`src/design/prlc_pkg.sv`:
```
/*
 * prlc_pkg: shared constants for the pin remap lock control block.
 * assumes a 16-bit register port with word addresses of 8 bits.
 */
package prlc_pkg;
    // ------------------------------------------------------------
    // sizes
    // ------------------------------------------------------------
    localparam int N_IN_MAP = 14;
    localparam int N_OUT_MAP = 13;
    localparam int N_PINS = 26;
    localparam logic [4:0] PIN_SEL_MAX = 5'h19;
    localparam logic [4:0] PIN_SEL_GND = 5'h1f;
    localparam logic [4:0] OUT_SEL_NULL = 5'h00;

    // ------------------------------------------------------------
    // register addresses
    // ------------------------------------------------------------
    localparam logic [7:0] A_OSC_CTL = 8'h00;
    localparam logic [7:0] A_INFO = 8'h01;
    localparam logic [7:0] A_IRQ_STAT = 8'h02;
    localparam logic [7:0] A_IRQ_CLR = 8'h03;
    localparam logic [7:0] A_IRQ_EN = 8'h04;
    localparam logic [7:0] A_ANA_LO = 8'h08;
    localparam logic [7:0] A_ANA_HI = 8'h09;
    localparam logic [7:0] A_DIR_LO = 8'h0a;
    localparam logic [7:0] A_DIR_HI = 8'h0b;
    localparam logic [7:0] A_PIN_LO = 8'h0c;
    localparam logic [7:0] A_PIN_HI = 8'h0d;
    localparam logic [7:0] A_IN_MAP = 8'h20;
    localparam logic [7:0] A_OUT_MAP = 8'h40;

    // ------------------------------------------------------------
    // fields, keys and reset values
    // ------------------------------------------------------------
    localparam int LOCK_BIT = 6;
    localparam logic [7:0] KEY_FIRST = 8'h46;
    localparam logic [7:0] KEY_SECOND = 8'h57;
    localparam logic LOCK_RST = 1'b0;
    localparam logic [15:0] MASK_HI_FIELD = 16'h1f00;
    localparam logic [15:0] MASK_LO_FIELD = 16'h001f;
    localparam logic [15:0] MASK_BOTH = 16'h1f1f;
    localparam int IN_IDX_IRQ1 = 0;
    localparam int IN_IDX_IRQ2 = 1;
    localparam int IN_IDX_LO_ONLY = 6;
    localparam logic [15:0] OUT_MAP_RST = 16'h0000;
    localparam logic [N_PINS-1:0] ANA_CFG_RST = 26'h0000000;
    localparam logic [N_PINS-1:0] DIR_RST = 26'h3ffffff;

    // interrupt status bits
    localparam int EV_LOCKED_WR = 0;
    localparam int EV_SEQ_ABORT = 1;
    localparam int EV_MISMATCH = 2;
    localparam int EV_LOCK_CHG = 3;
    localparam int N_EV = 4;

    // unlock sequence states
    typedef enum logic [1:0] {
        PRLC_SEQ_IDLE = 2'b00,
        PRLC_SEQ_KEY1 = 2'b01,
        PRLC_SEQ_ARMED = 2'b10
    } prlc_seq_t;
endpackage

```
`src/design/prlc_top.sv`:
```
/*
 * prlc_top: write lock, unlock sequence, shadow monitor, input and
 * output map registers, analog pin default and pin ownership.
 * assumes one 40 MHz clock, synchronous reset, pins asynchronous.
 */
// Local design decisions: the register addresses and the address-and-strobe port.
`timescale 1ns/10ps
`default_nettype none
// What this block does
// - locked lock bit makes every map register write vanish silently
// - lock bit sits at bit 6 of the oscillator control register
// - lock changes only after key bytes 0x46 then 0x57, then one write
// - lock keeps its value until software changes it again
// - shadow copies of map registers compared always; mismatch asks reset
// - one-session strap forbids clearing the lock once it was set
// - one-session and locked: unlock sequence ignored, only reset frees it
// - one-session strap is active when left unprogrammed, high level
// - shared pins start analog; their digital reads return zero
// - highest priority enabled function owns a multi-function pin
// - fourteen input map registers and thirteen output map registers
// - input fields are 5 bits, reset all ones, 11111 ties input low
// - first input map register holds irq1 select in bits 12-8
// - second input map register holds irq2 select in bits 4-0
// - remapped input needs its direction bit set as input
// - output field 00000 leaves the pin on its port function
module prlc_top
    import prlc_pkg::*;
(
    // clock and reset
    input wire logic ref_clk,
    input wire logic rst,
    // register port
    input wire logic [7:0] reg_addr,
    input wire logic [15:0] reg_wdata,
    input wire logic reg_wr,
    input wire logic reg_rd,
    output logic [15:0] reg_rdata,
    // configuration strap and pins
    input wire logic one_session_lock_cfg,
    input wire logic [N_PINS-1:0] pin_in,
    // results
    output logic remap_write_lock,
    output logic cfg_mismatch_rst,
    output logic ext_irq1_in,
    output logic ext_irq2_in,
    output logic [N_PINS-1:0] pin_analog_own,
    output logic [N_PINS-1:0] pin_periph_own,
    output logic irq
);
    // ------------------------------------------------------------
    // functions
    // ------------------------------------------------------------
    // implemented bits of each input map register
    // unimplemented bits are forced low so they always read as zero
    function automatic logic [15:0] in_mask(input int idx);
        if (idx == IN_IDX_IRQ1) begin
            return MASK_HI_FIELD;
        end else if (idx == IN_IDX_IRQ2 || idx == IN_IDX_LO_ONLY) begin
            return MASK_LO_FIELD;
        end
        return MASK_BOTH;
    endfunction

    // pick a pin for a remapped input; ground for 11111 and out of range
    // a pin set as output by its direction bit never reaches the input
    function automatic logic pick_pin(input logic [4:0] sel,
                                      input logic [N_PINS-1:0] dig,
                                      input logic [N_PINS-1:0] dir);
        if (sel > PIN_SEL_MAX) begin
            return 1'b0;
        end
        return dig[sel] & dir[sel];
    endfunction

    // ------------------------------------------------------------
    // state
    // ------------------------------------------------------------
    logic [15:0] in_map_q [N_IN_MAP];
    logic [15:0] in_shadow_q [N_IN_MAP];
    logic [15:0] out_map_q [N_OUT_MAP];
    logic [15:0] out_shadow_q [N_OUT_MAP];
    logic lock_q;
    logic one_sess_q;
    prlc_seq_t seq_q;
    prlc_seq_t seq_d;
    logic [N_EV-1:0] ev_stat_q;
    logic [N_EV-1:0] ev_en_q;
    logic [N_PINS-1:0] ana_cfg_q;
    logic [N_PINS-1:0] dir_q;
    logic [N_PINS-1:0] pin_meta_q;
    logic [N_PINS-1:0] pin_sync_q;
    logic cfg_meta_q;
    logic cfg_sync_q;
    logic [15:0] rdata_q;
    logic irq_q;
    logic mism_q;
    logic irq1_q;
    logic irq2_q;
    logic [N_PINS-1:0] ana_own_q;
    logic [N_PINS-1:0] per_own_q;

    // ------------------------------------------------------------
    // address decode
    // ------------------------------------------------------------
    wire logic wr_osc = reg_wr && reg_addr == A_OSC_CTL;
    wire logic [7:0] in_off = reg_addr - A_IN_MAP;
    wire logic [7:0] out_off = reg_addr - A_OUT_MAP;
    wire logic hit_in = reg_addr >= A_IN_MAP && in_off < 8'(N_IN_MAP);
    wire logic hit_out = reg_addr >= A_OUT_MAP && out_off < 8'(N_OUT_MAP);
    wire logic wr_map = reg_wr && (hit_in || hit_out);
    // map writes only land while unlocked, otherwise dropped silently
    // limitation: software sees no error, only the locked-write status bit
    wire logic map_we = wr_map && !lock_q;
    wire logic [7:0] osc_low = reg_wdata[7:0];
    wire logic new_lock = reg_wdata[LOCK_BIT];

    // ------------------------------------------------------------
    // unlock sequence
    // ------------------------------------------------------------
    // locked in one-session mode: the keys never arm anything
    // hazard avoided: a stray key pair cannot reopen a once-only lock
    wire logic seq_blocked = one_sess_q && lock_q;
    wire logic key1_ok = osc_low == KEY_FIRST;
    wire logic key2_ok = osc_low == KEY_SECOND;
    wire logic lock_upd = wr_osc && seq_q == PRLC_SEQ_ARMED && !seq_blocked;
    // a second key missing or a stray write ends the attempt
    wire logic seq_abort = wr_osc && seq_q == PRLC_SEQ_KEY1 && !key2_ok;

    // next state of the key sequence
    always_comb begin
        seq_d = seq_q;
        if (wr_osc) begin
            case (seq_q)
                PRLC_SEQ_IDLE: begin
                    seq_d = (key1_ok && !seq_blocked) ? PRLC_SEQ_KEY1 : PRLC_SEQ_IDLE;
                end
                PRLC_SEQ_KEY1: begin
                    seq_d = key2_ok ? PRLC_SEQ_ARMED : PRLC_SEQ_IDLE;
                end
                PRLC_SEQ_ARMED: begin
                    seq_d = PRLC_SEQ_IDLE;
                end
                default: begin
                    seq_d = PRLC_SEQ_IDLE;
                end
            endcase
        end
    end

    // sequence register and the lock itself
    always_ff @(posedge ref_clk) begin
        if (rst) begin
            seq_q <= PRLC_SEQ_IDLE;
            lock_q <= LOCK_RST;
        end else begin
            seq_q <= seq_d;
            if (lock_upd) begin
                lock_q <= new_lock;
            end
        end
    end

    // strap capture: sampled while reset is held, frozen afterwards
    // the strap is only trusted under reset, so a later glitch on it
    // cannot turn a once-only lock back into a reopenable one
    always_ff @(posedge ref_clk) begin
        cfg_meta_q <= one_session_lock_cfg;
        cfg_sync_q <= cfg_meta_q;
        if (rst) begin
            one_sess_q <= cfg_sync_q;
        end
    end

    // ------------------------------------------------------------
    // map registers with shadows
    // ------------------------------------------------------------
    // shadows load with the same write so only a disturbed cell differs
    always_ff @(posedge ref_clk) begin
        if (rst) begin
            for (int i = 0; i < N_IN_MAP; i++) begin
                in_map_q[i] <= in_mask(i);
                in_shadow_q[i] <= in_mask(i);
            end
            for (int j = 0; j < N_OUT_MAP; j++) begin
                out_map_q[j] <= OUT_MAP_RST;
                out_shadow_q[j] <= OUT_MAP_RST;
            end
        end else if (map_we) begin
            for (int i = 0; i < N_IN_MAP; i++) begin
                if (hit_in && in_off == 8'(i)) begin
                    in_map_q[i] <= reg_wdata & in_mask(i);
                    in_shadow_q[i] <= reg_wdata & in_mask(i);
                end
            end
            for (int j = 0; j < N_OUT_MAP; j++) begin
                if (hit_out && out_off == 8'(j)) begin
                    out_map_q[j] <= reg_wdata & MASK_BOTH;
                    out_shadow_q[j] <= reg_wdata & MASK_BOTH;
                end
            end
        end
    end

    // continuous compare of every map register against its shadow
    // both copies share one write strobe, so a difference means an upset
    // cell; the request stays up until reset or an unlocked write of that register rewrites both copies
    logic mism_any;
    always_comb begin
        mism_any = 1'b0;
        for (int i = 0; i < N_IN_MAP; i++) begin
            mism_any = mism_any | (in_map_q[i] != in_shadow_q[i]);
        end
        for (int j = 0; j < N_OUT_MAP; j++) begin
            mism_any = mism_any | (out_map_q[j] != out_shadow_q[j]);
        end
    end

    // ------------------------------------------------------------
    // analog default, direction, pin inputs
    // ------------------------------------------------------------
    // pins arrive asynchronously, two flops before use
    // trade-off: two cycles of pin latency against metastable reads
    always_ff @(posedge ref_clk) begin
        pin_meta_q <= pin_in;
        pin_sync_q <= pin_meta_q;
    end

    wire logic wr_ana_lo = reg_wr && reg_addr == A_ANA_LO;
    wire logic wr_ana_hi = reg_wr && reg_addr == A_ANA_HI;
    wire logic wr_dir_lo = reg_wr && reg_addr == A_DIR_LO;
    wire logic wr_dir_hi = reg_wr && reg_addr == A_DIR_HI;

    // software-owned pin configuration; analog and input after reset
    always_ff @(posedge ref_clk) begin
        if (rst) begin
            ana_cfg_q <= ANA_CFG_RST;
            dir_q <= DIR_RST;
        end else begin
            if (wr_ana_lo) begin
                ana_cfg_q[15:0] <= reg_wdata;
            end
            if (wr_ana_hi) begin
                ana_cfg_q[N_PINS-1:16] <= reg_wdata[N_PINS-17:0];
            end
            if (wr_dir_lo) begin
                dir_q[15:0] <= reg_wdata;
            end
            if (wr_dir_hi) begin
                dir_q[N_PINS-1:16] <= reg_wdata[N_PINS-17:0];
            end
        end
    end

    // digital buffer off while analog: reads give zero
    // the same gated value feeds the remapped inputs, so analog pins stay quiet
    wire logic [N_PINS-1:0] dig_in = pin_sync_q & ana_cfg_q;

    // ------------------------------------------------------------
    // routing and pin ownership
    // ------------------------------------------------------------
    wire logic [4:0] irq1_sel = in_map_q[IN_IDX_IRQ1][12:8];
    wire logic [4:0] irq2_sel = in_map_q[IN_IDX_IRQ2][4:0];

    // analog first, then a remapped output, then the plain port
    // a field of 00000 means no peripheral: the pin stays on its port
    logic [N_PINS-1:0] per_own_d;
    always_comb begin
        per_own_d = '0;
        for (int p = 0; p < N_PINS; p++) begin
            if (p % 2 == 0) begin
                per_own_d[p] = out_map_q[p / 2][4:0] != OUT_SEL_NULL;
            end else begin
                per_own_d[p] = out_map_q[p / 2][12:8] != OUT_SEL_NULL;
            end
        end
        per_own_d = per_own_d & ana_cfg_q;
    end

    // routed and ownership outputs, all registered
    always_ff @(posedge ref_clk) begin
        if (rst) begin
            irq1_q <= 1'b0;
            irq2_q <= 1'b0;
            ana_own_q <= '0;
            per_own_q <= '0;
            mism_q <= 1'b0;
        end else begin
            irq1_q <= pick_pin(irq1_sel, dig_in, dir_q);
            irq2_q <= pick_pin(irq2_sel, dig_in, dir_q);
            ana_own_q <= ~ana_cfg_q;
            per_own_q <= per_own_d;
            mism_q <= mism_any;
        end
    end

    // ------------------------------------------------------------
    // interrupt status
    // ------------------------------------------------------------
    wire logic wr_clr = reg_wr && reg_addr == A_IRQ_CLR;
    wire logic wr_en = reg_wr && reg_addr == A_IRQ_EN;
    // each event lands on its named status bit, so the layout lives in one place
    wire logic [N_EV-1:0] ev_now;
    assign ev_now[EV_LOCKED_WR] = wr_map && lock_q;
    assign ev_now[EV_SEQ_ABORT] = seq_abort;
    assign ev_now[EV_MISMATCH] = mism_any;
    assign ev_now[EV_LOCK_CHG] = lock_upd;
    wire logic [N_EV-1:0] clr_bits = wr_clr ? reg_wdata[N_EV-1:0] : '0;
    // a fresh event beats a clear in the same cycle
    wire logic [N_EV-1:0] ev_stat_d = (ev_stat_q & ~clr_bits) | ev_now;

    // irq looks at next-state status and the incoming mask, so a new event
    // or a new enable shows on the pin one cycle later, not two
    always_ff @(posedge ref_clk) begin
        if (rst) begin
            ev_stat_q <= '0;
            ev_en_q <= '0;
            irq_q <= 1'b0;
        end else begin
            ev_stat_q <= ev_stat_d;
            if (wr_en) begin
                ev_en_q <= reg_wdata[N_EV-1:0];
            end
            irq_q <= |(ev_stat_d & (wr_en ? reg_wdata[N_EV-1:0] : ev_en_q));
        end
    end

    // ------------------------------------------------------------
    // read path
    // ------------------------------------------------------------
    logic [15:0] rd_mux;
    always_comb begin
        rd_mux = 16'h0000;
        if (hit_in) begin
            rd_mux = in_map_q[in_off[3:0]];
        end else if (hit_out) begin
            rd_mux = out_map_q[out_off[3:0]];
        end else begin
            case (reg_addr)
                A_OSC_CTL: rd_mux[LOCK_BIT] = lock_q;
                A_INFO: rd_mux = {13'h0000, seq_q, one_sess_q};
                A_IRQ_STAT: rd_mux = {12'h000, ev_stat_q};
                A_IRQ_CLR: rd_mux = 16'h0000; // write-only, reads as zero
                A_IRQ_EN: rd_mux = {12'h000, ev_en_q};
                A_ANA_LO: rd_mux = ana_cfg_q[15:0];
                A_ANA_HI: rd_mux = {6'h00, ana_cfg_q[N_PINS-1:16]};
                A_DIR_LO: rd_mux = dir_q[15:0];
                A_DIR_HI: rd_mux = {6'h00, dir_q[N_PINS-1:16]};
                A_PIN_LO: rd_mux = dig_in[15:0];
                A_PIN_HI: rd_mux = {6'h00, dig_in[N_PINS-1:16]};
                default: rd_mux = 16'h0000;
            endcase
        end
    end

    // read data stands only in the cycle after the strobe
    // zero outside that cycle keeps a stale value from looking like an answer
    always_ff @(posedge ref_clk) begin
        if (rst) begin
            rdata_q <= 16'h0000;
        end else begin
            rdata_q <= reg_rd ? rd_mux : 16'h0000;
        end
    end

    assign reg_rdata = rdata_q;
    assign remap_write_lock = lock_q;
    assign cfg_mismatch_rst = mism_q;
    assign ext_irq1_in = irq1_q;
    assign ext_irq2_in = irq2_q;
    assign pin_analog_own = ana_own_q;
    assign pin_periph_own = per_own_q;
    assign irq = irq_q;
endmodule
`default_nettype wire

```
`config.mk`:
```
export PLATFORM = sky130hd
export DESIGN_NAME = prlc_top
export DESIGN_NICKNAME = d
export VERILOG_FILES = /design/src/design/prlc_pkg.sv /design/src/design/prlc_top.sv
export SDC_FILE = /design/constraint.sdc
export NUM_CORES = 1
export LEC_CHECK = 0
export ABC_AREA = 1
export BUFFER_PORTS_ARGS = -buffer_cell sky130_fd_sc_hd__buf_2
export CAP_MARGIN = 20
export CORE_MARGIN = 1.5
export CORE_UTILIZATION = 54
export CTS_CLUSTER_DIAMETER = 80
export DETAILED_ROUTE_END_ITERATION = 8
export GPL_TIMING_DRIVEN = 0
export PLACE_DENSITY = 0.84
export SYNTH_ARGS = -nofsm -noshare
export SYNTH_HDL_FRONTEND = slang
export SYNTH_SLANG_ARGS = --single-unit
```
`constraint.sdc`:
```
create_clock -name ref_clk -period 2.5 [get_ports ref_clk]
set_clock_uncertainty 0.2 [all_clocks]
set_input_delay 0.125 -clock ref_clk [delete_from_list [all_inputs] [get_ports ref_clk]]
set_output_delay 0.125 -clock ref_clk [all_outputs]
set_load 0.02 [all_outputs]
```
After elaboration in Yosys (flattened, before gate mapping)
Memories as Yosys holds them, arrays and structs flattened.
Cells that the tools add are included.
{"block": "classes", "magnitude_cmp": 8, "div": 0, "addsub": 2, "n_mul": 0, "n_shift": 0, "n_bitwise": 93, "reduce_logical": 81, "eq_ne": 66, "muxes": 216}
{"cell": "2-to-1 mux 16 bit", "n": 41}
{"cell": "inequality test 16 bit", "n": 27}
{"cell": "2-to-1 mux 10 bit", "n": 26}
{"cell": "== test 8 x 4 -> 1 bit (second input constant)", "n": 17}
{"cell": "2-to-1 mux 1 bit", "n": 133}
{"cell": "nonzero test 5 bit", "n": 26}
{"cell": "OR 1 bit", "n": 80}
{"cell": "== test 8 x 3 -> 1 bit (second input constant)", "n": 9}
{"cell": "one-hot mux 6 bit (9 select lines)", "n": 1}
{"cell": "one-hot mux 9 bit (6 select lines)", "n": 1}
{"cell": "bitwise AND 26 bit", "n": 2}
{"cell": "bitwise AND 16 bit", "n": 3}
{"cell": "== test 8 x 2 -> 1 bit (second input constant)", "n": 6}
{"cell": "logical AND 1 bit", "n": 45}
{"cell": "2-to-1 mux 13 bit", "n": 3}
{"cell": "inverter 26 bit", "n": 1}
{"cell": "== test 8 x 1 -> 1 bit (second input constant)", "n": 3}
{"cell": "zero test 8 bit", "n": 3}
{"cell": "binary-select mux 1 bit (select 5 bit)", "n": 4}
{"cell": "== test 8 x 7 -> 1 bit (second input constant)", "n": 2}
{"cell": "< comparator 8 x 4 -> 1 bit (second input constant)", "n": 2}
{"cell": "< comparator 5 x 6 -> 1 bit (second input constant)", "n": 2}
{"cell": "greater-than comparator 5 bit (second input constant)", "n": 2}
{"cell": "2-to-1 mux 5 bit", "n": 2}
{"cell": "other kinds (20)", "n": 25}
{"block": "totals", "input_bits": 55, "word_cells": 490, "latchBits": 0, "output_inout_bits": 73, "mem_count": 4, "ramBits": 708, "reg_bits": 190, "romBits": 0}
{"name": "in_map_q", "words": 14, "word_bits": 16, "read_ports": 15, "rd_ports_with_merged_regs": 0, "write_ports": 14, "line": "prlc_top.sv:78", "rtl": "logic [15:0] in_map_q [N_IN_MAP];"}
{"name": "in_shadow_q", "words": 14, "word_bits": 16, "read_ports": 14, "rd_ports_with_merged_regs": 0, "write_ports": 14, "line": "prlc_top.sv:79", "rtl": "logic [15:0] in_shadow_q [N_IN_MAP];"}
{"name": "out_map_q", "words": 13, "word_bits": 10, "read_ports": 14, "rd_ports_with_merged_regs": 0, "write_ports": 13, "line": "prlc_top.sv:80", "rtl": "logic [15:0] out_map_q [N_OUT_MAP];"}
{"name": "out_shadow_q", "words": 13, "word_bits": 10, "read_ports": 13, "rd_ports_with_merged_regs": 0, "write_ports": 13, "line": "prlc_top.sv:81", "rtl": "logic [15:0] out_shadow_q [N_OUT_MAP];"}

Depth between registers and ports, before layout
An unclocked memory read counts as a cell.
{"block": "depth", "depth_word": 31, "depth_mapped": 13}

Worst setup path before layout
OpenSTA, ideal clock, no wires.
{"block": "synth_timing", "path_type": "input -> register", "start": "input reg_addr[6]", "end": "memory out_map_q[10][0] in the netlist's numbering (enable)", "required_ns": 1.909, "setup_slack_ns": -0.136, "arrival_ns": 2.045, "stages": 11, "path_cell_list": "inv_1 -> ha_1 -> nand3_1 -> nor2_1 -> nand2_1 -> nand2_2 -> nand3_1 -> nor2_1 -> buf_4 -> inv_1 -> o21ai_0"}
{"item": "from (decl)", "line": "prlc_top.sv:33", "rtl": "input wire logic [7:0] reg_addr,"}
{"item": "to (decl)", "line": "prlc_top.sv:80"}

==> impl_metrics.py <==
metrics = {
    "status": {
        "status": "finished with violations",
        "violations": "negative setup slack",
    },
    "final_layout": {
        "register_area_um2": 11500,
        "final_common_cell": "nand2_1",
        "layout-drive-gt1-share": 0.116,
        "multi_input_area_um2": 6260,
        "antenna_cells": 0,
        "layout_common_cells": "653 x nand2_1, 289 x nor2_1, 256 x edfxtp_1",
        "nets": 2446,
        "syn2layout_area_growth_pct": 20.8,
        "n_fill_cell": 2772,
    },
    "die": {
        "core_area_um2": 33800,
        "placementRows": 67,
        "initial_core_util": 0.553,
        "io_pins": 128,
        "die_w_um": 189,
        "die_h_um": 189,
        "dieArea_um2": 35700,
    },
    "power_and_ir_drop": {
        "leakage_nw": 9.39,
        "p_total_mw": 16.6,
        "powerDensity_nw_per_um2": 737,
        "ir_drop_mv": 0.590,
    },
    "placed_design": {
        "gp_congestion": 1.04,
        "dpl.hpwl_mm": 51.5,
        "io_buffers": 122,
        "pre_cts_slack_ps": -1180,
    },
    "logic_synthesis": {
        "synth_top_cell_area_share": 0.412,
        "synthTopCellsByArea": "edfxtp_1 41%, dfxtp_1 20%, nand2_1 13%, nor2_1 5.8%, inv_1 3.5%",
        "yosysSeqAreaShare": 0.613,
        "yosys.cell_types.count": 32,
        "ys_ff_latch": 444,
        "netlist_instances": 2138,
        "yosysWarnings": 0,
        "synth_top_cell_by_area": "edfxtp_1",
        "synth_nets": 2194,
        "avgSynthCellArea_um2": 8.73,
        "synthesis.area_um2": 18700,
    },
    "critical_path": {
        "worstSetupPathType": "reg -> reg",
        "crit_arrival_ps": 2790,
        "worstSetupStartpointType": "register",
        "r2r_end": "ext_irq2_in",
        "cp.required_ps": 2760,
        "worstReg2RegStart": "in_shadow_q[0][16]",
        "worstSetupEndpointType": "register",
        "reg2reg_depth": 8,
        "cp_max_fo": 10,
        "reg2reg_slack_ps": -30,
    },
    "clock_tree": {
        "cts_sinks": 444,
        "cts_root_buf": "clkbuf_16",
        "insertion_delay_ps": 580,
        "cts_buffers": 46,
        "cts_buffer_depth": 3,
        "htree_levels": 2,
        "cts_tree": "yes",
        "clk_pin_slew_ps": 60,
    },
    "route": {
        "postRouteAntennaNets": 0,
        "via_per_inst": 6.03,
        "num_vias": 17300,
        "drc": 0,
        "drt-pass1-iter-count": 7,
        "drt-initial-drc-count": 2712,
        "routed_wl_mm": 70.9,
        "avgRoutedWirePerCell_um": 24.7,
    },
    "min_path": {
        "holdPathEnd": "pin_meta_q[3]",
        "hp-start": "pin_in[3]",
        "hp-class": "in -> reg",
        "min_path_cells": 2,
    },
    "run": {
        "cap_violations": 0,
    },
    "timing": {
        "finalSetupViolations": 1,
        "period_share": 1.01,
        "slew_headroom": 0.369,
        "hold_violations": 0,
        "finalWorstSetupSlack_ps": -33.6,
        "clock.fmax_ghz": 0.395,
        "fin_crit_ps": 2530,
        "whs_ps": 13.1,
        "slew_viol_final": 0,
        "rsz0062_at_grt": "no",
        "tns_ps": -33.6,
        "tightest_slew_ps": 943,
    },
    "global_routing": {
        "grt_use_total": 0.395,
        "grt_pass1_wl_mm": 102,
        "grt_max_degree": 20,
        "grt_pass1_vias": 16300,
        "grt_overflow": 0,
        "antenna_found_initial": 3,
    },
}
[routing by layer]
metal	vias to the layer above	GRT usage	wire [µm]
met1	8083	0.517	25500
met2	1420	0.597	30600
met4	4	0.202	4220
li1	7554	-	-
met3	283	0.120	10500
met5	-	0	27
[timing repair]
item	in CTS	in global routing
pin swaps	6	3
buffers inserted	5	3
gates cloned	0	0
hold endpoints to repair	115	0
gates resized for setup	24	36
endpoints found under the setup margin	211	231
hold buffers	72	0
[registers in the layout, indices dropped and copies added, names as in the netlist, 4 cells and up]
register,flops
reg_rdata,16
out_shadow_q,60
pin_meta_q,26
ev_stat_q,4
in_shadow_q,105
out_map_q,70
pin_sync_q,26
pin_analog_own,26
dir_q,26
ana_cfg_q,26
ev_en_q,4
in_map_q,20
pin_periph_own,26
[synthesized netlist by cell type, drive strengths merged]
cell	instances
dfxtp	188
o311ai	19
edfxtp	256
nor3	7
clkinv	11
a21oi	90
o22ai	16
nand2	664
o221ai	1
a31oi	4
and2	1
inv	184
nor4	8
ha	1
nor2	298
a22oi	20
nand3b	1
o211ai	8
or3	14
buf	32
xnor2	1
o21ai	139
nand4	25
nand3	89
clkbuf	60
conb	1
[final cells by class]
type,instances,area share
sequential,444,0.508
multi-input combinational,1407,0.278
timing repair buffer,205,0.0668
clock buffer,63,0.0589
inverter,195,0.0326
tap,448,0.0249
buffer,91,0.0173
clock inverter,22,0.0141
[worst max path at each step]
| stage | startpoint | endpoint | slack [ps] | cells after the start |
|---|---|---|---|---|
| CTS | reg_addr[1] | in_shadow_q[0][33] | 20 | 10 |
| detailed placement | reg_addr[1] | in_shadow_q[1][32] | -1180 | 11 |
| global route | in_shadow_q[0][9] | ext_irq1_in | 0.4 | 11 |
| floorplan | reg_addr[6] | out_map_q[10][0] | -140 | 11 |
| global placement | reg_addr[1] | in_shadow_q[1][48] | -1170 | 11 |
| finish | in_shadow_q[0][16] | ext_irq2_in | -30 | 8 |
[cells by family (layout without fill, tap and decap cells)]
logic type / after synthesis / count (layout) / share of synthesized area
buffers and inverters: 287 / 576 / 0.0596
adders and majority gates: 1 / 1 / 0.000670
xor gates and xnor gates: 1 / 1 / 0.000469
DFF: 444 / 444 / 0.613
and+or+nand+nor: 1107 / 1107 / 0.237
other: 1 / 1 / 0.000201
AOI/OAI and AO/OA: 297 / 297 / 0.0887
[power by group]
group / internal [mW] / switching [mW]
logic: 0.325 / 0.823
registers: 7.95 / 0.102
clock network: 4.48 / 2.95
total: 12.7 / 3.88
[through the flow]
stage               std cells   util  area [µm²]
finish                   2875  0.667       22500
global route             2875  0.667       22500
CTS                      2872  0.664       22400
detailed placement       2711  0.588       19900
global placement         2708  0.587       19800
floorplan                2138      -       18700
[worst max-delay path, stage by stage (launching register included)]
cell and delay, ps:
edfxtp_1 650, clkbuf_1 490, nor2_1 100, o21ai_1 530, nand2_1 130, nand3_1 110, nor2_1 40, nor2_1 120
nor2_1 50
Power figures use the tool's default switching activity.
